## config.mk

```make
export PLATFORM = sky130hd
export DESIGN_NAME = tlb_match_top
export DESIGN_NICKNAME = d
export VERILOG_FILES = /design/src/include/tlb_match_pkg.sv /design/src/include/tlb_req_if.sv /design/src/rtl/tlb_entry_match.sv /design/src/rtl/tlb_match_top.sv
export VERILOG_INCLUDE_DIRS = /design/src /design/src/include
export SDC_FILE = /design/constraint.sdc
export NUM_CORES = 2
export LEC_CHECK = 0
export BUFFER_PORTS_ARGS = -buffer_cell sky130_fd_sc_hd__clkbuf_2
export CAP_MARGIN = 40
export CORE_MARGIN = 2
export CORE_UTILIZATION = 40
export DETAILED_ROUTE_END_ITERATION = 10
export HOLD_SLACK_MARGIN = 0.08
export RECOVER_POWER = 25
export SETUP_SLACK_MARGIN = 0.4
export SLEW_MARGIN = 40
export SYNTH_ARGS = -nofsm -noshare
export SYNTH_HDL_FRONTEND = slang
export SYNTH_HIERARCHICAL = 1
export SYNTH_SLANG_ARGS = --single-unit
```

## constraint.sdc

```tcl
create_clock -name pclk -period 4.8 [get_ports pclk]
set_input_delay 1.44 -clock pclk [delete_from_list [all_inputs] [get_ports pclk]]
set_output_delay 1.44 -clock pclk [all_outputs]
set_load 0.005 [all_outputs]
```

## src/include/tlb_match_regs.svh

```systemverilog
`ifndef TLB_MATCH_REGS_SVH
`define TLB_MATCH_REGS_SVH
// register byte offsets
`define TLBM_CTRL_OFF 12'h000
`define TLBM_STATUS_OFF 12'h004
// control register fields
`define TLBM_CTRL_IGN_NS_BIT 0
`define TLBM_CTRL_IGN_S_BIT 1
`define TLBM_CTRL_STAGE2_BIT 2
`define TLBM_CTRL_RST 3'h4
// status register fields
`define TLBM_STATUS_VALID_LSB 0
`define TLBM_STATUS_BUSY_BIT 8
// translation cache size
`define TLBM_ENTRIES 8
`endif

```

## src/include/tlb_match_pkg.sv

```systemverilog
package tlb_match_pkg;
   typedef logic [15:0] asid_t;
   typedef logic [15:0] vmid_t;
   typedef logic [19:0] page_t;
   typedef logic [2:0] idx_t;
   // translation_regime_tag values
   typedef enum logic [2:0] {
      RG_GUEST = 3'h0, RG_HYP = 3'h1, RG_HYP_HOST = 3'h2, RG_SECURE = 3'h3, RG_MONITOR = 3'h4
   } regime_e;
   // scope named by a broadcast invalidation
   typedef enum logic [2:0] {
      BS_GUEST = 3'h0, BS_SECURE = 3'h1, BS_LEGACY_SECURE = 3'h2, BS_HYP = 3'h3,
      BS_HYP_HOST = 3'h4, BS_MONITOR = 3'h5
   } bscope_e;
   typedef enum logic [1:0] {
      BC_INVAL_BY_ADDR = 2'h0, BC_INVAL_ADDR_ALL_ASID = 2'h1, BC_INVAL_BY_ASID = 2'h2,
      BC_INVAL_ALL = 2'h3
   } bcop_e;
   typedef enum logic [2:0] {
      CMD_GUEST_INVAL_ALL = 3'h0, CMD_GUEST_INVAL_BY_ASID = 3'h1,
      CMD_GUEST_INVAL_ADDR_ALL_ASID = 3'h2, CMD_GUEST_INVAL_BY_ADDR = 3'h3,
      CMD_MONITOR_INVAL_BY_ADDR = 3'h4, CMD_MONITOR_INVAL_ALL = 3'h5
   } cmdop_e;
   typedef enum logic [1:0] {ST_IDLE = 2'b00, ST_SCAN = 2'b01, ST_DONE = 2'b11} inv_state_e;
   typedef struct packed {
      logic valid;
      regime_e regime;
      logic stage2_only;
      logic not_global_flag;
      logic address_set_flag;
      asid_t asid;
      vmid_t vmid;
      page_t va;
      page_t pa;
   } entry_s;
endpackage

```

## src/include/tlb_req_if.sv

```systemverilog
`timescale 1ns/10ps
`default_nettype none
interface tlb_req_if
   import tlb_match_pkg::*;
(
   input wire logic pclk,
   input wire logic presetn
);
   regime_e lkp_regime;
   asid_t lkp_asid;
   vmid_t lkp_vmid;
   page_t lkp_va;
   logic lkp_addr_set;
   logic inv_is_cmd;
   bcop_e inv_bc_op;
   cmdop_e inv_cmd_op;
   bscope_e inv_scope;
   logic inv_secure;
   asid_t inv_asid;
   vmid_t inv_vmid;
   page_t inv_va;
   logic stage2_present_flag;
   modport drv(output lkp_regime, lkp_asid, lkp_vmid, lkp_va, lkp_addr_set, inv_is_cmd, inv_bc_op,
      inv_cmd_op, inv_scope, inv_secure, inv_asid, inv_vmid, inv_va, stage2_present_flag);
   modport mat(input pclk, presetn, lkp_regime, lkp_asid, lkp_vmid, lkp_va, lkp_addr_set,
      inv_is_cmd, inv_bc_op, inv_cmd_op, inv_scope, inv_secure, inv_asid, inv_vmid, inv_va,
      stage2_present_flag);
endinterface
`default_nettype wire

```

## src/rtl/tlb_entry_match.sv

```systemverilog
`timescale 1ns/10ps
`default_nettype none
module tlb_entry_match
   import tlb_match_pkg::*;
(
   // shared request fields
   tlb_req_if.mat req,
   // stored entry
   input wire entry_s ent,
   // match results
   output logic lkp_hit,
   output logic inv_hit
);
   logic has_asid;
   logic skip_ok;
   logic vm_ok;
   logic rg_ok;
   logic bc_hit;
   logic cmd_hit;
   logic va_eq;
   logic asid_eq;

   // only these regimes carry an asid; the rest ignore asid and global flag
   assign has_asid = (ent.regime == RG_GUEST) || (ent.regime == RG_HYP_HOST) ||
      (ent.regime == RG_SECURE);
   assign va_eq = (ent.va == req.inv_va);
   assign asid_eq = (ent.asid == req.inv_asid);
   assign skip_ok = ent.address_set_flag && !ent.stage2_only;

   ////////////////////////////////////////////////////////////////////////////////
   // lookup match
   always_comb begin
      lkp_hit = ent.valid && (ent.regime == req.lkp_regime) && (ent.va == req.lkp_va);
      if (ent.regime == RG_GUEST && req.stage2_present_flag && ent.vmid != req.lkp_vmid) begin
         lkp_hit = 1'b0;
      end
      if (has_asid) begin
         if (ent.not_global_flag) begin
            if (ent.asid != req.lkp_asid) begin
               lkp_hit = 1'b0;
            end
         end else if (ent.address_set_flag != req.lkp_addr_set) begin
            lkp_hit = 1'b0;
         end
      end
   end

   ////////////////////////////////////////////////////////////////////////////////
   // invalidation match, broadcast and command
   always_comb begin
      if (ent.regime != RG_GUEST) begin
         vm_ok = 1'b1;
      end else if (req.stage2_present_flag) begin
         vm_ok = (ent.vmid == req.inv_vmid);
      end else begin
         vm_ok = req.inv_is_cmd || (req.inv_vmid == 16'h0000);
      end
      // legacy secure never reaches monitor, host mode never reaches plain hyp
      case (req.inv_scope)
         BS_GUEST: rg_ok = (ent.regime == RG_GUEST);
         BS_SECURE, BS_LEGACY_SECURE: rg_ok = (ent.regime == RG_SECURE);
         BS_HYP: rg_ok = (ent.regime == RG_HYP);
         BS_HYP_HOST: rg_ok = (ent.regime == RG_HYP_HOST);
         BS_MONITOR: rg_ok = (ent.regime == RG_MONITOR);
         default: rg_ok = 1'b0;
      endcase
      case (req.inv_bc_op)
         BC_INVAL_ALL: bc_hit = 1'b1;
         BC_INVAL_BY_ASID: bc_hit = has_asid && ent.not_global_flag && asid_eq && !skip_ok;
         BC_INVAL_BY_ADDR: begin
            bc_hit = va_eq && (!has_asid || !ent.not_global_flag || asid_eq) && !skip_ok;
         end
         BC_INVAL_ADDR_ALL_ASID: bc_hit = va_eq && !(skip_ok && ent.regime == RG_HYP);
         default: bc_hit = 1'b0;
      endcase
      // commands ignore the address-set flag entirely
      case (req.inv_cmd_op)
         CMD_GUEST_INVAL_ALL: cmd_hit = 1'b1;
         CMD_GUEST_INVAL_BY_ASID: cmd_hit = ent.not_global_flag && asid_eq;
         CMD_GUEST_INVAL_ADDR_ALL_ASID: cmd_hit = va_eq;
         CMD_GUEST_INVAL_BY_ADDR: cmd_hit = va_eq && (!ent.not_global_flag || asid_eq);
         CMD_MONITOR_INVAL_BY_ADDR: cmd_hit = va_eq && (ent.regime == RG_MONITOR);
         CMD_MONITOR_INVAL_ALL: cmd_hit = (ent.regime == RG_MONITOR);
         default: cmd_hit = 1'b0;
      endcase
      if (req.inv_cmd_op inside {CMD_MONITOR_INVAL_BY_ADDR, CMD_MONITOR_INVAL_ALL}) begin
         cmd_hit = cmd_hit && req.inv_secure;
      end else begin
         cmd_hit = cmd_hit && (ent.regime == (req.inv_secure ? RG_SECURE : RG_GUEST));
      end
      inv_hit = ent.valid && vm_ok && (req.inv_is_cmd ? cmd_hit : (bc_hit && rg_ok));
   end

   ////////////////////////////////////////////////////////////////////////////////
   // checks on the match relations
   property p_regime_iso;
      @(posedge req.pclk) disable iff (!req.presetn) lkp_hit |-> ent.regime == req.lkp_regime;
   endproperty
   a_regime_iso: assert property (p_regime_iso) else $error("cross regime hit");
   property p_global_set;
      @(posedge req.pclk) disable iff (!req.presetn)
         lkp_hit && has_asid && !ent.not_global_flag |-> ent.address_set_flag == req.lkp_addr_set;
   endproperty
   a_global_set: assert property (p_global_set) else $error("global address-set mismatch");
   property p_ng_asid;
      @(posedge req.pclk) disable iff (!req.presetn)
         lkp_hit && has_asid && ent.not_global_flag |-> ent.asid == req.lkp_asid;
   endproperty
   a_ng_asid: assert property (p_ng_asid) else $error("non-global asid mismatch");
   property p_asid_global;
      @(posedge req.pclk) disable iff (!req.presetn)
         !req.inv_is_cmd && req.inv_bc_op == BC_INVAL_BY_ASID && !ent.not_global_flag |-> !inv_hit;
   endproperty
   a_asid_global: assert property (p_asid_global) else $error("by-asid hit global");
   property p_host_hyp;
      @(posedge req.pclk) disable iff (!req.presetn)
         !req.inv_is_cmd && req.inv_scope == BS_HYP_HOST && ent.regime == RG_HYP |-> !inv_hit;
   endproperty
   a_host_hyp: assert property (p_host_hyp) else $error("host mode hit hyp");
   property p_all_shared;
      @(posedge req.pclk) disable iff (!req.presetn)
         !req.inv_is_cmd && req.inv_bc_op == BC_INVAL_ALL && ent.valid && rg_ok && vm_ok
         |-> inv_hit;
   endproperty
   a_all_shared: assert property (p_all_shared) else $error("invalidate-all missed");
   property p_cmd_any_set;
      @(posedge req.pclk) disable iff (!req.presetn)
         req.inv_is_cmd && req.inv_cmd_op == CMD_GUEST_INVAL_ALL && ent.valid && vm_ok &&
         ent.regime == (req.inv_secure ? RG_SECURE : RG_GUEST) |-> inv_hit;
   endproperty
   a_cmd_any_set: assert property (p_cmd_any_set) else $error("command skipped entry");
endmodule
`default_nettype wire

```

## src/rtl/tlb_match_top.sv

```systemverilog
`timescale 1ns/10ps
`default_nettype none
`include "tlb_match_regs.svh"
module tlb_match_top
   import tlb_match_pkg::*;
(
   // clock and reset
   input wire logic pclk,
   input wire logic presetn,
   // apb slave
   input wire logic psel,
   input wire logic penable,
   input wire logic pwrite,
   input wire logic [11:0] paddr,
   input wire logic [31:0] pwdata,
   output logic [31:0] prdata,
   output logic pready,
   output logic pslverr,
   // translation insertion
   input wire logic ins_valid,
   input wire regime_e ins_regime,
   input wire logic ins_stage2_only,
   input wire logic ins_not_global_flag,
   input wire logic ins_address_set_flag,
   input wire logic ins_desc_nonsecure,
   input wire asid_t ins_asid,
   input wire vmid_t ins_vmid,
   input wire page_t ins_va,
   input wire page_t ins_pa,
   output logic ins_ready,
   // lookup
   input wire logic lkp_valid,
   input wire regime_e lkp_regime,
   input wire logic lkp_address_set_flag,
   input wire asid_t lkp_asid,
   input wire vmid_t lkp_vmid,
   input wire page_t lkp_va,
   output logic lkp_done,
   output logic lkp_hit,
   output page_t lkp_pa,
   // broadcast invalidation
   input wire logic bc_valid,
   input wire bcop_e bc_op,
   input wire bscope_e bc_scope,
   input wire logic bc_secure,
   input wire asid_t bc_asid,
   input wire vmid_t bc_vmid,
   input wire page_t bc_va,
   output logic bc_done,
   // command invalidation
   input wire logic cmd_valid,
   input wire cmdop_e cmd_op,
   input wire logic cmd_secure,
   input wire asid_t cmd_asid,
   input wire vmid_t cmd_vmid,
   input wire page_t cmd_va,
   output logic cmd_done
);
   localparam int NENT = `TLBM_ENTRIES;

   logic [2:0] ctrl_ff;
   logic [31:0] prdata_ff;
   logic pready_ff;
   logic pslverr_ff;
   inv_state_e state_ff;
   inv_state_e nxt_state;
   logic is_cmd_ff;
   logic ign_ff;
   bcop_e bc_op_ff;
   cmdop_e cmd_op_ff;
   bscope_e scope_ff;
   logic secure_ff;
   asid_t asid_ff;
   vmid_t vmid_ff;
   page_t va_ff;
   logic bc_done_ff;
   logic cmd_done_ff;
   logic ins_ready_ff;
   logic lkp_done_ff;
   logic lkp_hit_ff;
   page_t lkp_pa_ff;
   idx_t ins_ptr_ff;
   entry_s ent_ff [NENT];
   entry_s ins_ent;
   logic [NENT-1:0] lkp_vec;
   logic [NENT-1:0] inv_vec;
   logic [NENT-1:0] valid_vec;
   logic [NENT-1:0] kill_vec;
   logic take;
   logic ins_take;
   logic ins_asid_tag;
   page_t hit_pa;

   tlb_req_if req_if (.pclk(pclk), .presetn(presetn));

   ////////////////////////////////////////////////////////////////////////////////
   // apb slave, zero wait states: pready rises in the access phase
   wire logic apb_setup = psel && !penable;
   wire logic apb_write = psel && penable && pready_ff && pwrite;
   wire logic hit_ctrl = (paddr == `TLBM_CTRL_OFF);
   wire logic hit_stat = (paddr == `TLBM_STATUS_OFF);

   always_ff @(posedge pclk or negedge presetn) begin
      if (!presetn) begin
         pready_ff <= 1'b0;
         pslverr_ff <= 1'b0;
         prdata_ff <= 32'h0000_0000;
      end else begin
         pready_ff <= apb_setup;
         pslverr_ff <= apb_setup && !hit_ctrl && !hit_stat;
         prdata_ff <= 32'h0000_0000;
         if (apb_setup && !pwrite && hit_ctrl) begin
            prdata_ff <= {29'h0000_0000, ctrl_ff};
         end else if (apb_setup && !pwrite && hit_stat) begin
            prdata_ff <= {23'h00_0000, state_ff != ST_IDLE, valid_vec};
         end
      end
   end

   // control bits steer broadcast filtering and vmid handling
   always_ff @(posedge pclk or negedge presetn) begin
      if (!presetn) begin
         ctrl_ff <= `TLBM_CTRL_RST;
      end else if (apb_write && hit_ctrl) begin
         ctrl_ff <= pwdata[2:0];
      end
   end

   ////////////////////////////////////////////////////////////////////////////////
   // invalidation sequencer; broadcasts win over commands when both wait
   assign take = (state_ff == ST_IDLE) && (bc_valid || cmd_valid);

   always_comb begin
      case (state_ff)
         ST_IDLE: nxt_state = take ? ST_SCAN : ST_IDLE;
         ST_SCAN: nxt_state = ST_DONE;
         ST_DONE: nxt_state = ST_IDLE;
         default: nxt_state = ST_IDLE;
      endcase
   end

   always_ff @(posedge pclk or negedge presetn) begin
      if (!presetn) begin
         state_ff <= ST_IDLE;
      end else begin
         state_ff <= nxt_state;
      end
   end

   // request held in DONE too, so the done cycle still sees what it removed
   always_ff @(posedge pclk or negedge presetn) begin
      if (!presetn) begin
         is_cmd_ff <= 1'b0;
         ign_ff <= 1'b0;
         bc_op_ff <= BC_INVAL_BY_ADDR;
         cmd_op_ff <= CMD_GUEST_INVAL_ALL;
         scope_ff <= BS_GUEST;
         secure_ff <= 1'b0;
         asid_ff <= 16'h0000;
         vmid_ff <= 16'h0000;
         va_ff <= 20'h0_0000;
      end else if (take) begin
         is_cmd_ff <= !bc_valid;
         ign_ff <= bc_valid && (bc_secure ? ctrl_ff[`TLBM_CTRL_IGN_S_BIT] :
            ctrl_ff[`TLBM_CTRL_IGN_NS_BIT]);
         bc_op_ff <= bc_op;
         cmd_op_ff <= cmd_op;
         scope_ff <= bc_scope;
         secure_ff <= bc_valid ? bc_secure : cmd_secure;
         asid_ff <= bc_valid ? bc_asid : cmd_asid;
         vmid_ff <= bc_valid ? bc_vmid : cmd_vmid;
         va_ff <= bc_valid ? bc_va : cmd_va;
      end
   end

   // completion only after the scan edge, which has cleared every match unless the broadcast was ignored
   always_ff @(posedge pclk or negedge presetn) begin
      if (!presetn) begin
         bc_done_ff <= 1'b0;
         cmd_done_ff <= 1'b0;
      end else begin
         bc_done_ff <= (state_ff == ST_SCAN) && !is_cmd_ff;
         cmd_done_ff <= (state_ff == ST_SCAN) && is_cmd_ff;
      end
   end

   ////////////////////////////////////////////////////////////////////////////////
   // shared request fields for the per-entry matchers
   assign req_if.lkp_regime = lkp_regime;
   assign req_if.lkp_asid = lkp_asid;
   assign req_if.lkp_vmid = lkp_vmid;
   assign req_if.lkp_va = lkp_va;
   assign req_if.lkp_addr_set = lkp_address_set_flag;
   assign req_if.inv_is_cmd = is_cmd_ff;
   assign req_if.inv_bc_op = bc_op_ff;
   assign req_if.inv_cmd_op = cmd_op_ff;
   assign req_if.inv_scope = scope_ff;
   assign req_if.inv_secure = secure_ff;
   assign req_if.inv_asid = asid_ff;
   assign req_if.inv_vmid = vmid_ff;
   assign req_if.inv_va = va_ff;
   assign req_if.stage2_present_flag = ctrl_ff[`TLBM_CTRL_STAGE2_BIT];

   ////////////////////////////////////////////////////////////////////////////////
   // insertion: tags are normalised here so matching stays simple
   assign ins_take = ins_valid && ins_ready_ff;
   assign ins_asid_tag = (ins_regime == RG_GUEST) || (ins_regime == RG_HYP_HOST) ||
      (ins_regime == RG_SECURE);

   always_comb begin
      ins_ent = '0;
      ins_ent.valid = 1'b1;
      ins_ent.regime = ins_regime;
      ins_ent.stage2_only = ins_stage2_only && (ins_regime == RG_GUEST);
      // global flag has no meaning without asids; non-secure tables in the secure regime force non-global
      ins_ent.not_global_flag = ins_asid_tag && !ins_ent.stage2_only && (ins_not_global_flag ||
         (ins_regime == RG_SECURE && ins_desc_nonsecure));
      ins_ent.address_set_flag = ins_address_set_flag && !ins_ent.stage2_only;
      ins_ent.asid = ins_ent.not_global_flag ? ins_asid : 16'h0000;
      ins_ent.vmid = (ins_regime == RG_GUEST && ctrl_ff[`TLBM_CTRL_STAGE2_BIT]) ? ins_vmid :
         16'h0000;
      ins_ent.va = ins_va;
      ins_ent.pa = ins_pa;
   end

   // inserts wait out scan and done so no fresh entry dodges a running removal
   always_ff @(posedge pclk or negedge presetn) begin
      if (!presetn) begin
         ins_ready_ff <= 1'b1;
         ins_ptr_ff <= 3'h0;
      end else begin
         ins_ready_ff <= (nxt_state == ST_IDLE);
         if (ins_take) begin
            ins_ptr_ff <= ins_ptr_ff + 3'h1;
         end
      end
   end

   ////////////////////////////////////////////////////////////////////////////////
   // entry storage with one matcher per entry; plain round-robin replacement
   assign kill_vec = (state_ff == ST_SCAN && !ign_ff) ? inv_vec : '0;

   generate
      for (genvar gi = 0; gi < NENT; gi++) begin : g_ent
         tlb_entry_match u_match (
            .req(req_if),
            .ent(ent_ff[gi]),
            .lkp_hit(lkp_vec[gi]),
            .inv_hit(inv_vec[gi])
         );
         assign valid_vec[gi] = ent_ff[gi].valid;
         always_ff @(posedge pclk or negedge presetn) begin
            if (!presetn) begin
               ent_ff[gi] <= '0;
            end else if (kill_vec[gi]) begin
               ent_ff[gi].valid <= 1'b0;
            end else if (ins_take && ins_ptr_ff == idx_t'(gi)) begin
               ent_ff[gi] <= ins_ent;
            end
         end
      end
   endgenerate

   ////////////////////////////////////////////////////////////////////////////////
   // lookup result one cycle later; entries being killed this cycle never hit
   always_comb begin
      hit_pa = 20'h0_0000;
      for (int i = NENT - 1; i >= 0; i--) begin
         if (lkp_vec[i] && !kill_vec[i]) begin
            hit_pa = ent_ff[i].pa;
         end
      end
   end

   always_ff @(posedge pclk or negedge presetn) begin
      if (!presetn) begin
         lkp_done_ff <= 1'b0;
         lkp_hit_ff <= 1'b0;
         lkp_pa_ff <= 20'h0_0000;
      end else begin
         lkp_done_ff <= lkp_valid;
         lkp_hit_ff <= lkp_valid && |(lkp_vec & ~kill_vec);
         lkp_pa_ff <= lkp_valid ? hit_pa : 20'h0_0000;
      end
   end

   assign prdata = prdata_ff;
   assign pready = pready_ff;
   assign pslverr = pslverr_ff;
   assign ins_ready = ins_ready_ff;
   assign lkp_done = lkp_done_ff;
   assign lkp_hit = lkp_hit_ff;
   assign lkp_pa = lkp_pa_ff;
   assign bc_done = bc_done_ff;
   assign cmd_done = cmd_done_ff;

   ////////////////////////////////////////////////////////////////////////////////
   // checks and covers
   property p_done_clean;
      @(posedge pclk) disable iff (!presetn) state_ff == ST_DONE && !ign_ff |-> inv_vec == '0;
   endproperty
   a_done_clean: assert property (p_done_clean) else $error("match left after scan");
   property p_done_time;
      @(posedge pclk) disable iff (!presetn) take |=> ##1 (bc_done_ff || cmd_done_ff);
   endproperty
   a_done_time: assert property (p_done_time) else $error("done not two cycles on");
   property p_ignore;
      @(posedge pclk) disable iff (!presetn)
         state_ff == ST_SCAN && ign_ff |=> valid_vec == $past(valid_vec);
   endproperty
   a_ignore: assert property (p_ignore) else $error("ignored broadcast removed entry");
   property p_secure_ng;
      @(posedge pclk) disable iff (!presetn)
         ins_take && ins_regime == RG_SECURE && ins_desc_nonsecure |=>
         ent_ff[$past(ins_ptr_ff)].not_global_flag;
   endproperty
   a_secure_ng: assert property (p_secure_ng) else $error("secure entry left global");
   c_bc_done: cover property (@(posedge pclk) disable iff (!presetn) bc_done_ff && !ign_ff);
   c_cmd_done: cover property (@(posedge pclk) disable iff (!presetn) cmd_done_ff);
   c_lkp_hit: cover property (@(posedge pclk) disable iff (!presetn) lkp_hit_ff);
   c_ignored: cover property (@(posedge pclk) disable iff (!presetn) bc_done_ff && ign_ff);
endmodule
`default_nettype wire

```

# After elaboration in Yosys (flattened, before gate mapping)
# Index checks and enable logic that the tools add are counted.
[totals]
reg_bits = 762
inputBits = 302
output_inout_bits = 59
word_cells = 711
[classes]
add_sub_neg = 1
n_eq_ne = 128
mux = 134
bitwise_logic = 10
n_reduce_logical = 345
[ops]
columns = ["cell", "count"]
rows = [
  ["$mux W79", 8],
  ["$eq A20 B20 Y1", 16],
  ["$eq A16 B16 Y1", 16],
  ["$ne A16 B16 Y1", 16],
  ["$mux W20", 10],
  ["$logic_and A1 B1 Y1", 199],
  ["$mux W1", 83],
  ["$eq A3 B2 Y1 const B", 24],
  ["$mux W16", 4],
  ["$logic_not A1 Y1", 56],
  ["$eq A3 B3 Y1 const B", 16],
  ["$pmux W1 S6", 8],
  ["$logic_or A1 B1 Y1", 45],
  ["$pmux W1 S5", 8],
  ["$eq A3 B3 Y1", 13],
  ["$logic_not A3 Y1", 12],
  ["$eq A3 B1 Y1 const B", 11],
  ["$mux W32", 1],
  ["$pmux W1 S4", 8],
  ["$reduce_bool A3 Y1", 8],
  ["$reduce_bool A2 Y1", 10],
  ["$logic_not A16 Y1", 1],
  ["$reduce_and A2 Y1", 8],
  ["$eq A12 B3 Y1 const B", 1],
  ["16 further kinds", 36],
]

# Logic depth before layout (Yosys ltp)
[logic_depth]
ltp_word = 24
mapped_depth = 15
ltp_nobuf = 11

# Cells and area by module
# Netlist, hierarchy kept.
[by_module_without_submodules]
columns = ["mod", "instances", "cells_each", "area_each_um2", "seq_area_each_um2"]
rows = [
  ["tlb_match_top", 1, 2278, 28901.5, 18495.2],
  ["tlb_entry_match", 8, 191, 1481.4, 0.0],
]

# Least setup slack after synthesis
# OpenSTA, ideal clock, no wires.
[synth_timing]
path_type = "input -> register"
from = "input lkp_va[11]"
to = "register lkp_pa_ff[0] (netlist: lkp_pa[0])"
setup_ps = 129
arrival_ps = 3890
t_required_ps = 4671
slack_ps = 781
cell_stages = 10
n_path_buf = 2
path_cell_list = "xor2_1 > nor4_1 > nand4_1 > or3_1 > a311oi_1 > nand2_1 > and4_4 > buf_6 > buf_6 > a2111o_1"
[synth_via]
word_cells_on_any_way = 73
classes_between = "eq/ne: 8; mux: 49; reduce/logical: 16"
[synth_lines]
columns = ["element", "line", "rtl"]
rows = [
  ["start, declared", "tlb_match_top.sv:37", "input wire page_t lkp_va,"],
  ["$eq A20 B20 Y1 *", "tlb_entry_match.sv:33", "lkp_hit = ent.valid && (ent.regime == req.lkp_regime) && (ent.va == req.lkp_va);"],
  ["$logic_and A1 B1 Y1 *", "tlb_entry_match.sv:33", ""],
  ["$mux W1 *", "tlb_entry_match.sv:34", "if (ent.regime == RG_GUEST && req.stage2_present_flag && ent.vmid != req.lkp_vmid) begin"],
  ["$mux W1 (on tied branches)", "tlb_entry_match.sv:42, tlb_entry_match.sv:39", ""],
  ["$mux W1", "tlb_entry_match.sv:38", "if (ent.not_global_flag) begin"],
  ["$mux W1 *", "tlb_entry_match.sv:37", "if (has_asid) begin"],
  ["named net lkp_vec[1]", "tlb_match_top.sv:85", "logic [NENT-1:0] lkp_vec;"],
  ["$logic_and A1 B1 Y1 *", "tlb_match_top.sv:269", "if (lkp_vec[i] && !kill_vec[i]) begin"],
  ["$mux W20 * (2 in series)", "tlb_match_top.sv:269", ""],
  ["$mux W20 *", "tlb_match_top.sv:283", "lkp_pa_ff <= lkp_valid ? hit_pa : 20'h0_0000;"],
  ["end signal, assigned", "tlb_match_top.sv:283", ""],
  ["end, declared", "tlb_match_top.sv:81", "page_t lkp_pa_ff;"],
]
# The timed path passes the listed nets; every way through them passes the cells marked *.
# A chain may end at the register's enable or synchronous reset.

# Worst setup path in the final report
[layout_timing]
from = "register asid_ff[14]"
to = "register ent_ff[311] (netlist bit)"
[layout_via]
elab_chain_cells = 11
word_cells_on_any_way = 20
classes_between = "eq/ne: 1; mux: 5; bitwise: 1; reduce/logical: 13"
[layout_lines]
columns = ["element", "line", "rtl"]
rows = [
  ["start, declared", "tlb_match_top.sv:73", "asid_t asid_ff;"],
  ["start signal, assigned", "tlb_match_top.sv:170", "asid_ff <= bc_valid ? bc_asid : cmd_asid;"],
  ["$eq A16 B16 Y1 *", "tlb_entry_match.sv:27", "assign asid_eq = (ent.asid == req.inv_asid);"],
  ["$logic_or A1 B1 Y1 (on tied branches)", "tlb_entry_match.sv:81, tlb_entry_match.sv:71", ""],
  ["$logic_and A1 B1 Y1 (on tied branches)", "tlb_entry_match.sv:81, tlb_entry_match.sv:71", ""],
  ["$pmux W1 S6 / $logic_and A1 B1 Y1 (equally long branches)", "tlb_entry_match.sv:77, tlb_entry_match.sv:71", ""],
  ["$logic_and A1 B1 Y1, or another cell as far along", "tlb_entry_match.sv:89", "cmd_hit = cmd_hit && (ent.regime == (req.inv_secure ? RG_SECURE : RG_GUEST));"],
  ["$mux W1 / $logic_and A1 B1 Y1 (equally long branches)", "tlb_entry_match.sv:86, tlb_entry_match.sv:91", ""],
  ["$mux W1 *", "tlb_entry_match.sv:91", "inv_hit = ent.valid && vm_ok && (req.inv_is_cmd ? cmd_hit : (bc_hit && rg_ok));"],
  ["$logic_and A1 B1 Y1 *", "tlb_entry_match.sv:91", ""],
  ["named net inv_vec[4]", "tlb_match_top.sv:86", "logic [NENT-1:0] inv_vec;"],
  ["$mux W8 *", "tlb_match_top.sv:241", "assign kill_vec = (state_ff == ST_SCAN && !ign_ff) ? inv_vec : '0;"],
  ["$not A1 Y1 (no line) *", "--", ""],
  ["$reduce_and A2 Y1 (no line) *", "--", ""],
  ["end signal, assigned by index", "tlb_match_top.sv:258", "ent_ff[gi] <= ins_ent;"],
  ["end, declared", "tlb_match_top.sv:83", "entry_s ent_ff [NENT];"],
]
# Marks and branches as above.

==> results_dict.tcl <==
set metrics [dict create \
    p_int_mw 17.06 \
    dr.pass1.iters 6 \
    tightest_slew_ns 1.951 \
    irDropWorstVdd_mv 0.3582 \
    final_area_um2 47530 \
    synth_edf_count 0 \
    switching_share_pct 39.60 \
    pre_cts_ws_ns 0.09724 \
    grt_max_degree 116 \
    p_clk_share_pct 24.3 \
    synth_most_common_cell "dfrtp_1" \
    netlist_area_um2 40750 \
    dp.cells 5441 \
    num_vias 31010 \
    cp-end-kind "register" \
    synth-seq-area-share_pct 45.38 \
    die_width_um 323.2 \
    start_util_pct 40.17 \
    grt_overflow 0 \
    clock_skew_ns 0.05042 \
    async_reset_ff_share_pct 100.0 \
    clk_pin_slew_worst_paths_ns 0.06 \
    gp_congestion 0.9498 \
    setup_viol 0 \
    synth_area_per_cell_um2 10.71 \
    switching_power_mw 11.19 \
    postRouteAntennaNets 0 \
    numCtsBuffers 84 \
    cts.path.max_buffers 3 \
    dieArea_um2 104500 \
    combPwrFrac_pct 32.8 \
    cts_sinks 739 \
    layout.nets 4468 \
    syn2layout_area_growth_pct 16.63 \
    cts-resized-gates 0 \
    ios 361 \
    via_per_inst 5.538 \
    hold_buffers 0 \
    start_kind "register" \
    synth.area.top_cells "dfrtp_1 (45%), xor2_1 (13%), mux2_2 (9.9%)" \
    drc 0 \
    critical_path_class "reg -> reg" \
    drt-total-wl_um 138300 \
    core_area_um2 101400 \
    cts_tree "done" \
    die_h_um 323.2 \
    report.power.total_mw 28.25 \
    rows 117 \
    syn_inst 3806 \
    yosys-top-cells-count "dfrtp_1 (737), xor2_1 (592), nand2_1 (363)" \
    n_fill_cell 9579 \
    grt_usage_pct 26.37 \
    synth-main-ff-cell "dfrtp_1" \
    dp_hpwl_um 102200 \
    wl_met2_um 61680 \
    wl_met3_um 10270 \
    fin_ws_ns 0.4012 \
    grt_pass1_vias 30276 \
    p_seq_share_pct 42.9 \
    port_buffers 308 \
    ys_warn_count 6 \
    required_ns 5.31 \
    postCtsSetupRepairBufs 0 \
    final_core_util_pct 46.85 \
    maxSlewHeadroom_pct -30.08 \
    antenna_found_initial 10 \
    ys_seq_elements 739 \
    status "complete, but fails checks" \
    highest_layer "met5" \
    period_needed_ns 4.399 \
    layout.cells.non_filler 5599 \
    cts_max_level 3 \
    synthDistinctLibCells 69 \
    place_area_um2 44620 \
    finalHoldViolCount 0 \
    clk-insertion-delay-late_ns 0.69 \
    rsz0062_at_grt "no" \
    worstHoldPathType "reg -> reg" \
    wl_met1_um 61000 \
    holdWs_ns 0.4808 \
    arrival_ns 4.91 \
    max_cap_violations 1 \
    synth.top_cell.area_share_pct 45.25 \
    power_leakage_nw 21.38 \
    cellPowerDensity_nw_per_um2 594.3 \
    grt_pass1_wl_um 204500 \
    clock.fmax_mhz 227.3 \
    wl_per_cell_um 24.70 \
    final-max-slew-violation-count 33 \
    cts_root_buffer "clkbuf_16" \
    yosysTopAreaCell "dfrtp_1" \
    cp_max_fo 68 \
    setup_tns_ns 0 \
    violations "max-capacitance violations, max-slew violations" \
    min_period_over_period_pct 91.64 \
    drive_gt1_share_pct 23.24 \
    drt_iter0_markers 2811 \
]
worst max-delay path, cell delays in order (launching register included):
cell       delay (ns)
dfrtp_1          0.57
xor2_1           0.25
nor4_1           0.71
nand4_1          0.51
mux2i_1          0.33
o211ai_1         0.11
a21oi_1          0.39
nand4bb_1        0.26
nand3_4          0.26
buf_4            0.58
o21ai_0          0.22
power by group through the flow:
stage                     Combinational, mW  Sequential [mW]  Clock (mW)
after floorplan                        6.75             10.7           0
after global placement                 8.99             12.0           0
after detailed placement               9.10             12.1           0
after CTS                              9.18             12.0        7.02
after global routing                   10.1             12.4        7.28
final                                  9.27             12.1        6.87
state kept, by name (all words and copies together) (netlist names), 9 cells and up:
name	flops
ent_ff	632
asid_ff	16
prdata	9
lkp_pa	20
req_if.inv_vmid	16
req_if.inv_va	20
cell type report:
class                      instances  area, um2  share of cell area [%]
inverter                          25      93.84                  0.1974
antenna                            5      12.51                 0.02632
clock buffer                     117       2346                   4.936
tap                             1368       1712                   3.601
multi-input combinational       2864      21300                   44.82
sequential                       739      18510                   38.93
clock inverter                    35      609.3                   1.282
timing repair buffer             446       2950                   6.207
metal layers:
metal  vias to the layer above  GRT usage, %
li1                      14251             -
met1                     15382         36.59
met2                      1118         40.90
met3                       247         4.871
met4                        12         10.02
met5                         -             0
kinds of logic (layout without fill, tap and decap cells):
family,Yosys count,after routing,share of synthesized area (%)
simple gates,971,971,12.84
other cells,1,28,0.009202
mux,375,375,10.31
compound gates,616,616,9.723
buf+inv,225,623,2.788
fa+ha+maj,6,6,0.1842
xor+xnor,873,873,18.76
flops,739,739,45.38
placed cells by master (no fill, tap or decap), drive strengths merged, types with 18 or more instances in the layout:
cell / instances
a21oi: 56
a221o: 49
a221oi: 24
a22oi: 18
a31oi: 27
buf: 127
clkbuf: 436
clkinv: 20
conb: 23
dfrtp: 737
inv: 26
mux2: 357
mux2i: 18
nand2: 364
nand3: 58
nand4: 103
nor2: 61
nor3: 38
nor3b: 59
nor4: 202
o21ai: 338
o31ai: 19
xnor2: 281
xor2: 592
final timing paths:
path | startpoint | endpoint | slack [ns] | cells past startpoint
worst max-delay path | asid_ff[14] | ent_ff[311] | 0.40 | 10
worst min register to register | ent_ff[232] | ent_ff[232] | 0.48 | 2
worst max register to register | asid_ff[14] | ent_ff[311] | 0.40 | 10
max in group asynchronous | presetn | ent_ff[451] | 0.91 | 3
min in group asynchronous | presetn | req_if.inv_va[13] | 1.31 | 1
worst min-delay path | ent_ff[232] | ent_ff[232] | 0.48 | 2
Power figures use the tool's default switching activity.
